<file path="src/hw/pfp_pkg.sv">
// Shared constants and types for the dual-slope phase and frequency correct PWM timer.
package pfp_pkg;
  // Register byte offsets on the AXI4-Lite slave.
  localparam int AXI_AW = 8;
  localparam logic [7:0] ADDR_CTRL = 8'h00;
  localparam logic [7:0] ADDR_CMP_A = 8'h04;
  localparam logic [7:0] ADDR_CMP_B = 8'h08;
  localparam logic [7:0] ADDR_CAPTOP = 8'h0C;
  localparam logic [7:0] ADDR_COUNT = 8'h10;
  localparam logic [7:0] ADDR_FLAGS = 8'h14;
  localparam logic [1:0] RESP_OKAY = 2'h0;
  localparam logic [1:0] RESP_SLVERR = 2'h2;

  // Control register field positions.
  localparam int CTRL_W = 15;
  localparam int CTRL_MODE_LSB = 0;
  localparam int CTRL_ACT_A_LSB = 4;
  localparam int CTRL_ACT_B_LSB = 6;
  localparam int CTRL_CSEL_LSB = 8;
  localparam int CTRL_DIR_A_BIT = 11;
  localparam int CTRL_DIR_B_BIT = 12;
  localparam int CTRL_PORT_A_BIT = 13;
  localparam int CTRL_PORT_B_BIT = 14;
  localparam logic [CTRL_W-1:0] CTRL_RESET = 15'h0000;

  // Flag register bit positions.
  localparam int FLAG_W = 4;
  localparam int FLAG_OVF_BIT = 0;
  localparam int FLAG_MATCH_A_BIT = 1;
  localparam int FLAG_MATCH_B_BIT = 2;
  localparam int FLAG_CAPTURE_BIT = 3;
  localparam logic [FLAG_W-1:0] FLAGS_RESET = 4'h0;

  // Counter values and reset values.
  localparam logic [15:0] COUNT_BOTTOM = 16'h0000;
  localparam logic [15:0] COUNT_ONE = 16'h0001;
  localparam logic [15:0] TOP_MIN = 16'h0003;
  localparam logic [15:0] CMP_RESET = 16'h0000;
  localparam logic [15:0] CAPTOP_RESET = 16'h0000;

  // Waveform mode codes that this block acts on.
  localparam logic [3:0] MODE_PFC_CAPTURE = 4'h8;
  localparam logic [3:0] MODE_PFC_CMP_A = 4'h9;
  localparam logic [3:0] MODE_PC_CMP_A = 4'hB;

  // Prescaler masks: a tick fires when the masked low count bits are all ones.
  localparam logic [9:0] PRE_MASK_DIV1 = 10'h000;
  localparam logic [9:0] PRE_MASK_DIV8 = 10'h007;
  localparam logic [9:0] PRE_MASK_DIV64 = 10'h03F;
  localparam logic [9:0] PRE_MASK_DIV256 = 10'h0FF;
  localparam logic [9:0] PRE_MASK_DIV1024 = 10'h3FF;

  typedef enum logic [2:0] {
    CSEL_STOP = 3'b000,
    CSEL_DIV1 = 3'b001,
    CSEL_DIV8 = 3'b010,
    CSEL_DIV64 = 3'b011,
    CSEL_DIV256 = 3'b100,
    CSEL_DIV1024 = 3'b101
  } pfp_clk_sel_e;

  typedef enum logic [1:0] {
    ACT_OFF = 2'b00,
    ACT_TOGGLE = 2'b01,
    ACT_NONINV = 2'b10,
    ACT_INV = 2'b11
  } pfp_action_e;
endpackage

</file>
<file path="src/hw/pfp_tick_if.sv">
// Carrier between the timer core and its tick prescaler.
`timescale 1ns/1ps
interface pfp_tick_if;
  import pfp_pkg::*;
  logic [2:0] clk_sel;
  logic tick;
  modport src (input clk_sel, output tick);
  modport ctl (output clk_sel, input tick);
endinterface

</file>
<file path="src/hw/pfp_prescaler.sv">
// Prescaler that turns the selected divider into a one-cycle timer tick enable.
`timescale 1ns/1ps
module pfp_prescaler
  import pfp_pkg::*;
(
  input wire logic aclk,
  input wire logic aresetn,
  pfp_tick_if.src tick_bus
);
  logic [9:0] pre_cnt_reg;
  logic [9:0] pre_mask;
  logic run;

  // Divider decode; unused select codes stop the timer rather than guess a rate.
  always_comb begin
    run = 1'b1;
    pre_mask = PRE_MASK_DIV1;
    unique case (tick_bus.clk_sel)
      CSEL_STOP: run = 1'b0;
      CSEL_DIV1: pre_mask = PRE_MASK_DIV1;
      CSEL_DIV8: pre_mask = PRE_MASK_DIV8;
      CSEL_DIV64: pre_mask = PRE_MASK_DIV64;
      CSEL_DIV256: pre_mask = PRE_MASK_DIV256;
      CSEL_DIV1024: pre_mask = PRE_MASK_DIV1024;
      default: run = 1'b0;
    endcase
  end

  // Free-running divider count, held at zero while stopped.
  always_ff @(posedge aclk) begin
    if (!aresetn || !run) begin
      pre_cnt_reg <= 10'h000;
    end else begin
      pre_cnt_reg <= pre_cnt_reg + 10'h001;
    end
  end

  // The tick is an enable in the same clock domain, never a derived clock.
  assign tick_bus.tick = run && ((pre_cnt_reg & pre_mask) == pre_mask);
endmodule

</file>
<file path="src/hw/pfp_pwm_top.sv">
// Phase and frequency correct dual-slope PWM timer with an AXI4-Lite register slave.
//
// Overview of operation
// [RL1] Waveform modes 8 and 9 run dual-slope PWM.
// [RL2] Count up from zero to TOP, then down.
// [RL3] Non-inverting: clear on up match, set down.
// [RL4] TOP is capture value (8) or compare A (9).
// [RL5] TOP from 0x0003 up to full 16 bits.
// [RL6] Counter holds TOP for exactly one tick.
// [RL7] Match flag set on both slopes.
// [RL8] Compare buffers load at BOTTOM with overflow flag.
// [RL9] Compare A or capture flag set at TOP.
// [RL10] TOP below compare value gives no match.
// [RL11] Slopes equal length every period.
// [RL12] Buffered compare A suits changing TOP.
// [RL13] Action two non-inverted, three inverted PWM.
// [RL14] Pin driven only when direction selects output.
// [RL15] Compare at BOTTOM low, at TOP high.
// [RL16] Mode 9 action 1 toggles A, half duty.
// [RL17] Tick divider 1, 8, 64, 256 or 1024.
// [RL18] Fully synchronous; tick is only an enable.
// [RL19] BOTTOM events use the TOP event timing.
// [RL20] Action 0 disconnects; 1 toggles A in 9/11; here A never toggles in 11, where the counter does not run.
// [RL21] Nonzero action overrides the pin's port function; here action 1 overrides it only on A in modes 9 and 11.
// [RL22] Matches, reversal and flags only on ticks.
//
// The placing of the registers and the AXI4-Lite register port are this design's own decisions.
`timescale 1ns/1ps
module pfp_pwm_top
  import pfp_pkg::*;
(
  input wire logic aclk,
  input wire logic aresetn,
  input wire logic [AXI_AW-1:0] s_axi_awaddr,
  input wire logic [2:0] s_axi_awprot,
  input wire logic s_axi_awvalid,
  output logic s_axi_awready,
  input wire logic [31:0] s_axi_wdata,
  input wire logic [3:0] s_axi_wstrb,
  input wire logic s_axi_wvalid,
  output logic s_axi_wready,
  output logic [1:0] s_axi_bresp,
  output logic s_axi_bvalid,
  input wire logic s_axi_bready,
  input wire logic [AXI_AW-1:0] s_axi_araddr,
  input wire logic [2:0] s_axi_arprot,
  input wire logic s_axi_arvalid,
  output logic s_axi_arready,
  output logic [31:0] s_axi_rdata,
  output logic [1:0] s_axi_rresp,
  output logic s_axi_rvalid,
  input wire logic s_axi_rready,
  output logic [1:0] compare_output_pin,
  output logic [1:0] compare_output_oe_n
);
  // Bus handshake state.
  logic awready_reg;
  logic wready_reg;
  logic bvalid_reg;
  logic [1:0] bresp_reg;
  logic arready_reg;
  logic rvalid_reg;
  logic [1:0] rresp_reg;
  logic [31:0] rdata_reg;
  logic aw_held_reg;
  logic w_held_reg;
  logic [AXI_AW-1:0] awaddr_held_reg;
  logic [31:0] wdata_held_reg;
  logic [3:0] wstrb_held_reg;
  logic aw_take;
  logic w_take;
  logic ar_take;
  logic wr_do;
  logic wr_hit;
  logic aw_held_next;
  logic w_held_next;
  logic rvalid_next;
  logic [31:0] wmask;
  logic [31:0] rd_word;
  logic rd_hit;

  // Software-visible state.
  logic [CTRL_W-1:0] ctrl_reg;
  logic [15:0] cmp_buf_reg [2];
  logic [15:0] cmp_act_reg [2];
  logic [15:0] captop_reg;
  logic [FLAG_W-1:0] flags_reg;
  logic [FLAG_W-1:0] flags_set;
  logic [FLAG_W-1:0] flags_clr;

  // Counter core state.
  logic [15:0] counter_value_reg;
  logic dir_up_reg;
  logic [1:0] compare_output_reg;
  logic [1:0] pin_out_reg;
  logic [1:0] oe_n_reg;

  // Decoded control fields and core events.
  logic [3:0] waveform_mode_sel;
  logic [1:0] match_evt;
  logic pfc_mode;
  logic toggle_mode;
  logic [15:0] top_value;
  logic at_top;
  logic at_bottom;
  logic slope_up;
  logic timer_tick;
  logic load_evt;

  pfp_tick_if tick_bus ();

  // The divider select steers the prescaler; its tick enables the counter.
  assign tick_bus.clk_sel = ctrl_reg[CTRL_CSEL_LSB +: 3];
  // [RL17] Selectable tick divider.
  pfp_prescaler u_prescaler (
    .aclk(aclk),
    .aresetn(aresetn),
    .tick_bus(tick_bus)
  );
  assign timer_tick = tick_bus.tick;

  // Bus outputs come straight from their flip-flops.
  assign s_axi_awready = awready_reg;
  assign s_axi_wready = wready_reg;
  assign s_axi_bvalid = bvalid_reg;
  assign s_axi_bresp = bresp_reg;
  assign s_axi_arready = arready_reg;
  assign s_axi_rvalid = rvalid_reg;
  assign s_axi_rresp = rresp_reg;
  assign s_axi_rdata = rdata_reg;
  assign compare_output_pin = pin_out_reg;
  assign compare_output_oe_n = oe_n_reg;

  // Write channel bookkeeping; address and data may arrive in either order.
  assign aw_take = s_axi_awvalid && awready_reg;
  assign w_take = s_axi_wvalid && wready_reg;
  assign wr_do = aw_held_reg && w_held_reg && !bvalid_reg;
  assign aw_held_next = (aw_held_reg || aw_take) && !wr_do;
  assign w_held_next = (w_held_reg || w_take) && !wr_do;
  assign ar_take = s_axi_arvalid && arready_reg;
  assign rvalid_next = ar_take || (rvalid_reg && !s_axi_rready);

  // Byte enables widen into a bit mask, one lane per byte.
  for (genvar gb = 0; gb < 4; gb++) begin : g_lane
    assign wmask[gb*8 +: 8] = {8{wstrb_held_reg[gb]}};
  end

  // Write address decode; the flags word is writable too, while a counter write is acknowledged but ignored.
  always_comb begin
    unique case (awaddr_held_reg)
      ADDR_CTRL, ADDR_CMP_A, ADDR_CMP_B, ADDR_CAPTOP, ADDR_FLAGS: wr_hit = 1'b1;
      default: wr_hit = 1'b0;
    endcase
  end

  // Write side handshake registers.
  always_ff @(posedge aclk) begin
    if (!aresetn) begin
      awready_reg <= 1'b0;
      wready_reg <= 1'b0;
      aw_held_reg <= 1'b0;
      w_held_reg <= 1'b0;
      bvalid_reg <= 1'b0;
      bresp_reg <= RESP_OKAY;
    end else begin
      aw_held_reg <= aw_held_next;
      w_held_reg <= w_held_next;
      awready_reg <= !aw_held_next;
      wready_reg <= !w_held_next;
      if (wr_do) begin
        bvalid_reg <= 1'b1;
        bresp_reg <= (wr_hit || awaddr_held_reg == ADDR_COUNT) ? RESP_OKAY : RESP_SLVERR;
      end else if (s_axi_bready) begin
        bvalid_reg <= 1'b0;
      end
    end
  end

  // Captured write payload; no reset needed as it is only read under the held flags.
  always_ff @(posedge aclk) begin
    if (aw_take) begin
      awaddr_held_reg <= s_axi_awaddr;
    end
    if (w_take) begin
      wdata_held_reg <= s_axi_wdata;
      wstrb_held_reg <= s_axi_wstrb;
    end
  end

  // Read mux; unused bits read as zero.
  always_comb begin
    rd_hit = 1'b1;
    rd_word = 32'h0000_0000;
    unique case (s_axi_araddr)
      ADDR_CTRL: rd_word[CTRL_W-1:0] = ctrl_reg;
      ADDR_CMP_A: rd_word[15:0] = cmp_buf_reg[0];
      ADDR_CMP_B: rd_word[15:0] = cmp_buf_reg[1];
      ADDR_CAPTOP: rd_word[15:0] = captop_reg;
      ADDR_COUNT: rd_word[15:0] = counter_value_reg;
      ADDR_FLAGS: rd_word[FLAG_W-1:0] = flags_reg;
      default: rd_hit = 1'b0;
    endcase
  end

  // Read side: one read in flight, data registered one cycle after the address.
  always_ff @(posedge aclk) begin
    if (!aresetn) begin
      arready_reg <= 1'b0;
      rvalid_reg <= 1'b0;
      rresp_reg <= RESP_OKAY;
      rdata_reg <= 32'h0000_0000;
    end else begin
      rvalid_reg <= rvalid_next;
      arready_reg <= !rvalid_next;
      if (ar_take) begin
        rdata_reg <= rd_word;
        rresp_reg <= rd_hit ? RESP_OKAY : RESP_SLVERR;
      end
    end
  end

  // Control, compare buffers and capture TOP, written with byte enables.
  // [RL12] Compare A goes through its buffer, capture TOP does not.
  always_ff @(posedge aclk) begin
    if (!aresetn) begin
      ctrl_reg <= CTRL_RESET;
      cmp_buf_reg[0] <= CMP_RESET;
      cmp_buf_reg[1] <= CMP_RESET;
      captop_reg <= CAPTOP_RESET;
    end else if (wr_do) begin
      unique case (awaddr_held_reg)
        ADDR_CTRL: ctrl_reg <= (ctrl_reg & ~wmask[CTRL_W-1:0])
                               | (wdata_held_reg[CTRL_W-1:0] & wmask[CTRL_W-1:0]);
        ADDR_CMP_A: cmp_buf_reg[0] <= (cmp_buf_reg[0] & ~wmask[15:0])
                                      | (wdata_held_reg[15:0] & wmask[15:0]);
        ADDR_CMP_B: cmp_buf_reg[1] <= (cmp_buf_reg[1] & ~wmask[15:0])
                                      | (wdata_held_reg[15:0] & wmask[15:0]);
        ADDR_CAPTOP: captop_reg <= (captop_reg & ~wmask[15:0])
                                   | (wdata_held_reg[15:0] & wmask[15:0]);
        default: ;
      endcase
    end
  end

  // Mode decode and TOP selection.
  assign waveform_mode_sel = ctrl_reg[CTRL_MODE_LSB +: 4];
  // [RL1] Dual-slope in modes 8 and 9.
  assign pfc_mode = (waveform_mode_sel == MODE_PFC_CAPTURE)
                    || (waveform_mode_sel == MODE_PFC_CMP_A);
  assign toggle_mode = (waveform_mode_sel == MODE_PFC_CMP_A)
                       || (waveform_mode_sel == MODE_PC_CMP_A);
  // [RL4] TOP source by mode.
  assign top_value = (waveform_mode_sel == MODE_PFC_CMP_A) ? cmp_act_reg[0] : captop_reg;
  assign at_top = (counter_value_reg == top_value);
  assign at_bottom = (counter_value_reg == COUNT_BOTTOM);

  // The slope a match belongs to: BOTTOM counts as rising and TOP as falling,
  // so a compare value at either extreme yields a constant level.
  // [RL15] Extreme compare values.
  assign slope_up = at_bottom ? 1'b1 : (at_top ? 1'b0 : dir_up_reg);

  // [RL8] Buffer load and overflow at BOTTOM.
  // [RL19] Same tick as the TOP events elsewhere.
  assign load_evt = timer_tick && pfc_mode && at_bottom;

  // Dual-slope counter. A TOP below the minimum is not supported; a TOP lowered
  // under the count lets the counter run on and wrap before it meets TOP again.
  // [RL18] Tick is only an enable on aclk.
  // [RL5] Full 16-bit TOP range.
  always_ff @(posedge aclk) begin
    if (!aresetn) begin
      counter_value_reg <= COUNT_BOTTOM;
      dir_up_reg <= 1'b1;
    end else if (timer_tick && pfc_mode) begin
      if (!dir_up_reg && at_bottom) begin
        // [RL2] Reverse at BOTTOM.
        dir_up_reg <= 1'b1;
        counter_value_reg <= counter_value_reg + COUNT_ONE;
      end else if (dir_up_reg && at_top && !at_bottom) begin
        // [RL6] TOP held one tick, then down.
        dir_up_reg <= 1'b0;
        counter_value_reg <= counter_value_reg - COUNT_ONE;
      end else if (dir_up_reg) begin
        counter_value_reg <= counter_value_reg + COUNT_ONE;
      end else begin
        counter_value_reg <= counter_value_reg - COUNT_ONE;
      end
    end
  end

  // Per-channel compare units.
  for (genvar ch = 0; ch < 2; ch++) begin : g_chan
    logic [1:0] output_action_sel;
    logic connected;
    logic dir_bit;
    logic port_bit;
    logic is_a;

    assign is_a = (ch == 0);
    assign output_action_sel = ctrl_reg[CTRL_ACT_A_LSB + 2*ch +: 2];
    assign dir_bit = ctrl_reg[CTRL_DIR_A_BIT + ch];
    assign port_bit = ctrl_reg[CTRL_PORT_A_BIT + ch];
    // [RL22] Match only on a tick.
    // [RL7] Both slopes; [RL10] never past TOP.
    assign match_evt[ch] = timer_tick && pfc_mode && (counter_value_reg == cmp_act_reg[ch]);

    // Active compare loads only at BOTTOM, so both slopes see one compare value and,
    // in mode 9, one TOP; outside these modes the buffer passes straight through.
    // [RL11] Symmetric slopes.
    always_ff @(posedge aclk) begin
      if (!aresetn) begin
        cmp_act_reg[ch] <= CMP_RESET;
      end else if (!pfc_mode || load_evt) begin
        cmp_act_reg[ch] <= cmp_buf_reg[ch];
      end
    end

    // Compare output level driven by matches.
    always_ff @(posedge aclk) begin
      if (!aresetn) begin
        compare_output_reg[ch] <= 1'b0;
      end else if (match_evt[ch]) begin
        unique case (output_action_sel)
          // [RL3] [RL13] Non-inverted PWM.
          ACT_NONINV: compare_output_reg[ch] <= !slope_up;
          // [RL13] Inverted PWM.
          ACT_INV: compare_output_reg[ch] <= slope_up;
          // [RL16] Toggle channel A.
          ACT_TOGGLE: begin
            if (is_a && toggle_mode) begin
              compare_output_reg[ch] <= !compare_output_reg[ch];
            end
          end
          ACT_OFF: ;
        endcase
      end
    end

    // [RL20] Which action codes connect the pin.
    assign connected = (output_action_sel == ACT_NONINV)
                       || (output_action_sel == ACT_INV)
                       || (output_action_sel == ACT_TOGGLE && is_a && toggle_mode);

    // Pin mux, one cycle behind the compare level so the port is a flop.
    always_ff @(posedge aclk) begin
      if (!aresetn) begin
        pin_out_reg[ch] <= 1'b0;
        oe_n_reg[ch] <= 1'b1;
      end else begin
        // [RL21] Compare level overrides port data.
        pin_out_reg[ch] <= connected ? compare_output_reg[ch] : port_bit;
        // [RL14] Driver follows direction bit.
        oe_n_reg[ch] <= !dir_bit;
      end
    end
  end

  // Hardware flag events.
  // [RL9] Capture flag at TOP in mode 8.
  always_comb begin
    flags_set = '0;
    flags_set[FLAG_OVF_BIT] = load_evt;
    flags_set[FLAG_MATCH_A_BIT] = match_evt[0];
    flags_set[FLAG_MATCH_B_BIT] = match_evt[1];
    flags_set[FLAG_CAPTURE_BIT] = timer_tick && at_top
                                  && (waveform_mode_sel == MODE_PFC_CAPTURE);
  end
  assign flags_clr = (wr_do && awaddr_held_reg == ADDR_FLAGS)
                     ? (wdata_held_reg[FLAG_W-1:0] & wmask[FLAG_W-1:0]) : '0;

  // Write one to clear; a flag set in the clearing cycle stays set.
  always_ff @(posedge aclk) begin
    if (!aresetn) begin
      flags_reg <= FLAGS_RESET;
    end else begin
      flags_reg <= (flags_reg & ~flags_clr) | flags_set;
    end
  end

  // Protection bits carry no meaning for this slave.
  logic unused_prot;
  assign unused_prot = ^{s_axi_awprot, s_axi_arprot};
endmodule

</file>
<file path="config.mk">
export PLATFORM = sky130hd
export DESIGN_NAME = pfp_pwm_top
export DESIGN_NICKNAME = d
export VERILOG_FILES = /design/src/hw/pfp_pkg.sv /design/src/hw/pfp_tick_if.sv /design/src/hw/pfp_prescaler.sv /design/src/hw/pfp_pwm_top.sv
export SDC_FILE = /design/constraint.sdc
export NUM_CORES = 1
export LEC_CHECK = 0
export BUFFER_PORTS_ARGS = -buffer_cell sky130_fd_sc_hd__buf_2
export CAP_MARGIN = 5
export CORE_AREA = 2 2 160 123
export DETAILED_ROUTE_END_ITERATION = 8
export DIE_AREA = 0 0 162 125
export GPL_TIMING_DRIVEN = 0
export PLACE_DENSITY_LB_ADDON = 0.12
export SLEW_MARGIN = 20
export SYNTH_ARGS = -nofsm -noshare
export SYNTH_HDL_FRONTEND = slang
export SYNTH_SLANG_ARGS = --single-unit
</file>
<file path="constraint.sdc">
create_clock -name aclk -period 3.6 [get_ports aclk]
set_input_delay 0.54 -clock aclk [delete_from_list [all_inputs] [get_ports aclk]]
set_output_delay 0.54 -clock aclk [all_outputs]
set_load 0.05 [all_outputs]
</file>
-- Yosys cells after proc, flatten, opt, wreduce, memory -nomap -nowiden
Memory sizes are Yosys's and may differ from the RTL's.
Cells that the tools add are included.
- memories: 2
- logic and storage cells: 181
- register bits after elaboration: 121
- bits of input ports: 65
- RAM bits: 64
- output and inout bits: 45
- eq/ne operators: 28
- $add $sub $neg: 3
- bitwise operators: 21
- multiplexer cells: 41
- reductions and logical operators: 61
- memories (name ; words ; bits a word ; read ports ; clocked after memory_dff ; wr ports ; RTL line ; text):
    cmp_act_reg ; 2 ; 16 ; 2 ; 0 ; 2 ; pfp_pwm_top.sv:85 ; logic [15:0] cmp_act_reg [2];
    cmp_buf_reg ; 2 ; 16 ; 2 ; 0 ; 2 ; pfp_pwm_top.sv:84 ; logic [15:0] cmp_buf_reg [2];
- operator list (kind ; number):
    2-to-1 mux 16 bit ; 8
    AND 16 bit ; 4
    one-hot mux 11 bit (5 select lines) ; 1
    equality test 16 bit ; 3
    bitwise OR 16 bit ; 3
    one-hot mux 10 bit (4 select lines) ; 1
    equality test 8 x 4 -> 1 bit, second input constant ; 4
    equality test 8 x 5 -> 1 bit, second input constant ; 4
    AND 15 bit ; 2
    2-to-1 mux 1 bit ; 24
    one-hot mux 4 bit (6 select lines) ; 1
    logical AND 1 bit ; 20
    adder 16 x 1 -> 16 bit, second input constant ; 1
    equality test 8 x 3 -> 1 bit, second input constant ; 2
    zero test 16 bit ; 1
    zero test 8 bit ; 2
    NOT 16 bit ; 1
    subtractor 16 x 1 -> 16 bit, second input constant ; 1
    zero test 1 bit ; 15
    NOT 15 bit ; 1
    bitwise OR 15 bit ; 1
    equality test 4 bit, second input constant ; 3
    logical OR 1 bit ; 11
    adder 10 x 1 -> 10 bit, second input constant ; 1
    23 further kinds ; 39

-- Longest topological paths before layout
- word-level depth: 12
- gate-level depth with buffers: 11
- mapped depth without buffers: 9

-- By module
From an unflattened synthesis, not the netlist that was laid out.
- cells, all modules: 945
- area total of the unflattened synthesis: 9143.8 um^2
- by module, submodules not included (module ; area an instance (um^2) ; cells an instance ; times used ; sequential area each (um^2)):
    pfp_pwm_top ; 8657.1 ; 890 ; 1 ; 4364.2
    pfp_prescaler ; 486.7 ; 55 ; 1 ; 200.2

-- Worst setup path before layout
Ideal clock, no wire load.
- path type: register to register
- start point: register bvalid_reg (netlist: s_axi_bvalid)
- end point: memory cmp_buf_reg[0][0] (enable)
- path buffers: 0
- library setup time: 411 ps
- cell stages (with the launch flop): 5
- clock period less this slack: 3095 ps
- required time: 3189 ps
- arrival: 2684 ps
- setup slack: 505 ps
- path through: dfxtp_1 > or2_2 > nor4_1 > nand2b_1 > o21ai_0
- RTL lines (element ; RTL line ; text):
    from (decl) ; pfp_pwm_top.sv:59 ; logic bvalid_reg;
    from (signal assigned) ; pfp_pwm_top.sv:163 ; bvalid_reg <= 1'b0;
    from (signal assigned) ; pfp_pwm_top.sv:171 ; bvalid_reg <= 1'b1;
    from (signal assigned) ; pfp_pwm_top.sv:174 ; bvalid_reg <= 1'b0;
    to (decl) ; pfp_pwm_top.sv:84 ;

==> impl_metrics.yaml <==
finish:
  syn2layout_area_growth_pct: 15.1
  seqCellArea_um2: 4560
  layout_commonest_cell: "dfxtp_1"
  diodes: 0
  fillers: 1674
  final_cell_mix: "93 x dfxtp_1, 90 x edfxtp_1, 89 x nor2_1"
  fin_nets: 1071
  multi_input_area_um2: 4160
  drive_gt1_share_pct: 16.4
critical_path:
  path_buf_inv: 3
  path_max_fanout: 10
  start_kind: "flop"
  max_stage_delay_ps: 480
  critical-path-top-delay-family: "simple AND/OR/NAND/NOR gates"
  cp-end-kind: "flop"
  regToRegSetupSlack_ps: 280
  r2r-end: "cmp_act_reg[0][8]"
  criticalPathCategory: "flop to flop"
  rr_worst_depth: 11
  required_ps: 3900
  crit_slowest_cell: "nor3_4"
  rr_startpoint: "counter_value_reg[0]"
  cp.arrival_ps: 3630
  crit_path_start: "counter_value_reg[0]"
  cp_cell_sequence: "clkbuf_1 -> inv_1 -> ha_1 -> nand2_1 -> nor4_2 -> nand2_1 -> nor3_4 -> nand2_2 -> a21oi_1 -> clkbuf_1 -> and2_1"
logic_synthesis:
  synth.distinct_cells: 83
  ys.flop_type: "dfxtp_1"
  yosysTopAreaCellShare_pct: 29.5
  synthAdderAreaFrac_pct: 0.410
  ys_seq_area_share_pct: 49.9
  ys_ff_latch: 183
  yosysWarnings: 0
  synth_area_um2: 9150
  synth_top_family_by_area: "simple AND/OR/NAND/NOR gates"
  muxShareOfSynthArea_pct: 7.29
  synthCells: 900
  synth_edf_count: 90
  synth_compound_area_share_pct: 12.2
  yosys.area_share.simple_pct: 19.8
  synth-xor-area-share_pct: 4.98
  syn_area_per_cell_um2: 10.2
  yosysTopAreaCell: "edfxtp_1"
  async_flop_share_pct: 0
  netlist_top_cells_area: "edfxtp_1 30%, dfxtp_1 20%, mux2i_1 6.7%"
die:
  fp.coreArea_um2: 18800
  die_x_um: 162
  initial_core_util_pct: 48.6
  pin_count: 110
  die_area_um2: 20300
  row_count: 44
  die_h_um: 125
global_route:
  grt_pass1_vias: 6605
  grt_start_max_net_pins: 20
  grt_pass1_wl_um: 38600
  grt_overflow: 0
  grtUsageTotal_pct: 25.3
  antenna_found_initial: 0
clock_network:
  cts_max_level: 4
  cts-root-buf: "clkbuf_16"
  clkLatencyLatePin_ps: 440
  numCtsBuffers: 17
  cts_tree: "built"
  ctsLongestPathBuffers: 2
  cts_hold_buf: 0
  cts.sinks: 183
  cts_setup_buffers: 0
  ctsResizeCount: 0
  cts.clk_slew.worst_paths_ps: 80
drt:
  drc: 0
  drtIter0Drc: 591
  wl_um: 24800
  num_vias: 7051
  drtPass1Iterations: 5
  wl_per_cell_um: 19.5
  ant_nets: 0
  viasPerCell: 5.56
power:
  p_leak_nw: 4.07
  power_density_nw_per_um2: 431
  ir_drop_mv: 0.299
timing:
  period_minus_slack_ps: 3320
  slew_violations: 0
  skew_ps: 10.8
  fmax_mhz: 301
  min_period_over_period_pct: 92.3
  finalSetupViolCount: 0
  whs_ps: 264
  rsz0062_at_grt: "false"
  setup_ws_ps: 278
  slew_headroom_pct: 30.2
  worst_slew_pin_slew_ps: 1030
  hold_viol_final: 0
worst_hold_path:
  hold_class: "input port to flop"
  hold_depth: 1
  hp-start: "s_axi_awaddr[7]"
  holdPathEnd: "awaddr_held_reg[7]"
status:
  status: "finished, final reports clean"
placement:
  dp_slack_ps: 71.8
  numPortBuffers: 64
  gp_congestion: 0.920
  dpl.hpwl_um: 19000
job:
  maxCapViolations: 0
-- per-layer routing --
| metal | vias to the layer above | routed length [µm] | GRT usage, % |
|---|---|---|---|
| li1 | 3395 | - | - |
| met1 | 3375 | 11900 | 38.0 |
| met2 | 248 | 10600 | 36.9 |
| met3 | 33 | 1760 | 5.34 |
| met4 | 0 | 524 | 7.29 |
| met5 | - | 0 | 0 |
-- report_power, final --
part	leakage, nW	internal [mW]	switching [mW]
Clock	0.293	1.00	0.927
Sequential	1.70	2.24	0.0385
Combinational	2.07	0.104	0.232
Total	4.07	3.34	1.20
-- cell usage after synthesis (7+ instances only) --
library cell / n
a221oi_1: 13
nand3_1: 17
o21ai_0: 15
a21oi_1: 64
nand4_1: 12
nand2_1: 55
a22oi_1: 11
dfxtp_1: 93
nor3_1: 34
xor2_1: 20
nand2b_1: 42
clkbuf_1: 43
buf_4: 18
and2_1: 40
inv_1: 11
xnor2_1: 32
edfxtp_1: 90
nor2_1: 89
mux2i_1: 61
a211oi_1: 17
nor4_1: 7
-- worst reg2reg max path, delay by kind of cell (launching register included) --
family	cells	cell delay [ps]
AO/OA/AOI/OAI	1	360
buffers and inverters	3	780
adder cells (fa/ha/maj)	1	210
flip-flops	1	310
AND/OR/NAND/NOR	6	1530
-- logic make-up (layout without fill, tap and decap cells) --
group,after synthesis,count (layout)
muxes,66,66
AOI/OAI and AO/OA,162,162
DFF,183,183
xor gates and xnor gates,52,52
other,1,18
and+or+nand+nor,342,342
buffers and inverters,91,190
adders and majority gates,3,3
-- per-stage QoR --
stage                     cells  power, mW  TNS (ps)  instance area, µm²  utilization (%)
after global placement     1234       2.65    -28080                9850             52.3
final                      1269       4.54         0               10500             55.9
after floorplan             917       2.56         0                9210                -
after detailed placement   1237       2.66         0                9920             52.7
after global routing       1269       4.68         0               10500             55.9
after CTS                  1269       4.57         0               10500             55.9
-- layout make-up --
cell class,instances,share of cell area [%]
Buffer,79,4.30
Clock buffer,18,4.08
Clock inverter,14,1.69
Inverter,12,0.428
Multi-Input combinational cell,643,39.6
Sequential cell,183,43.4
Tap cell,253,3.01
Timing Repair Buffer,67,3.59
-- worst max path at each step --
stage	slack, ps	cells after the start	endpoint
3_5_place_dp	70	5	cmp_act_reg[0][10]
4_1_cts	230	11	cmp_act_reg[1][3]
3_3_place_gp	-500	4	cmp_act_reg[0][9]
5_1_grt	30	11	cmp_act_reg[0][15]
6_report	280	11	cmp_act_reg[0][8]
2_1_floorplan	500	4	cmp_buf_reg[0][0]
No activity file was read; power rests on OpenSTA's default activity.
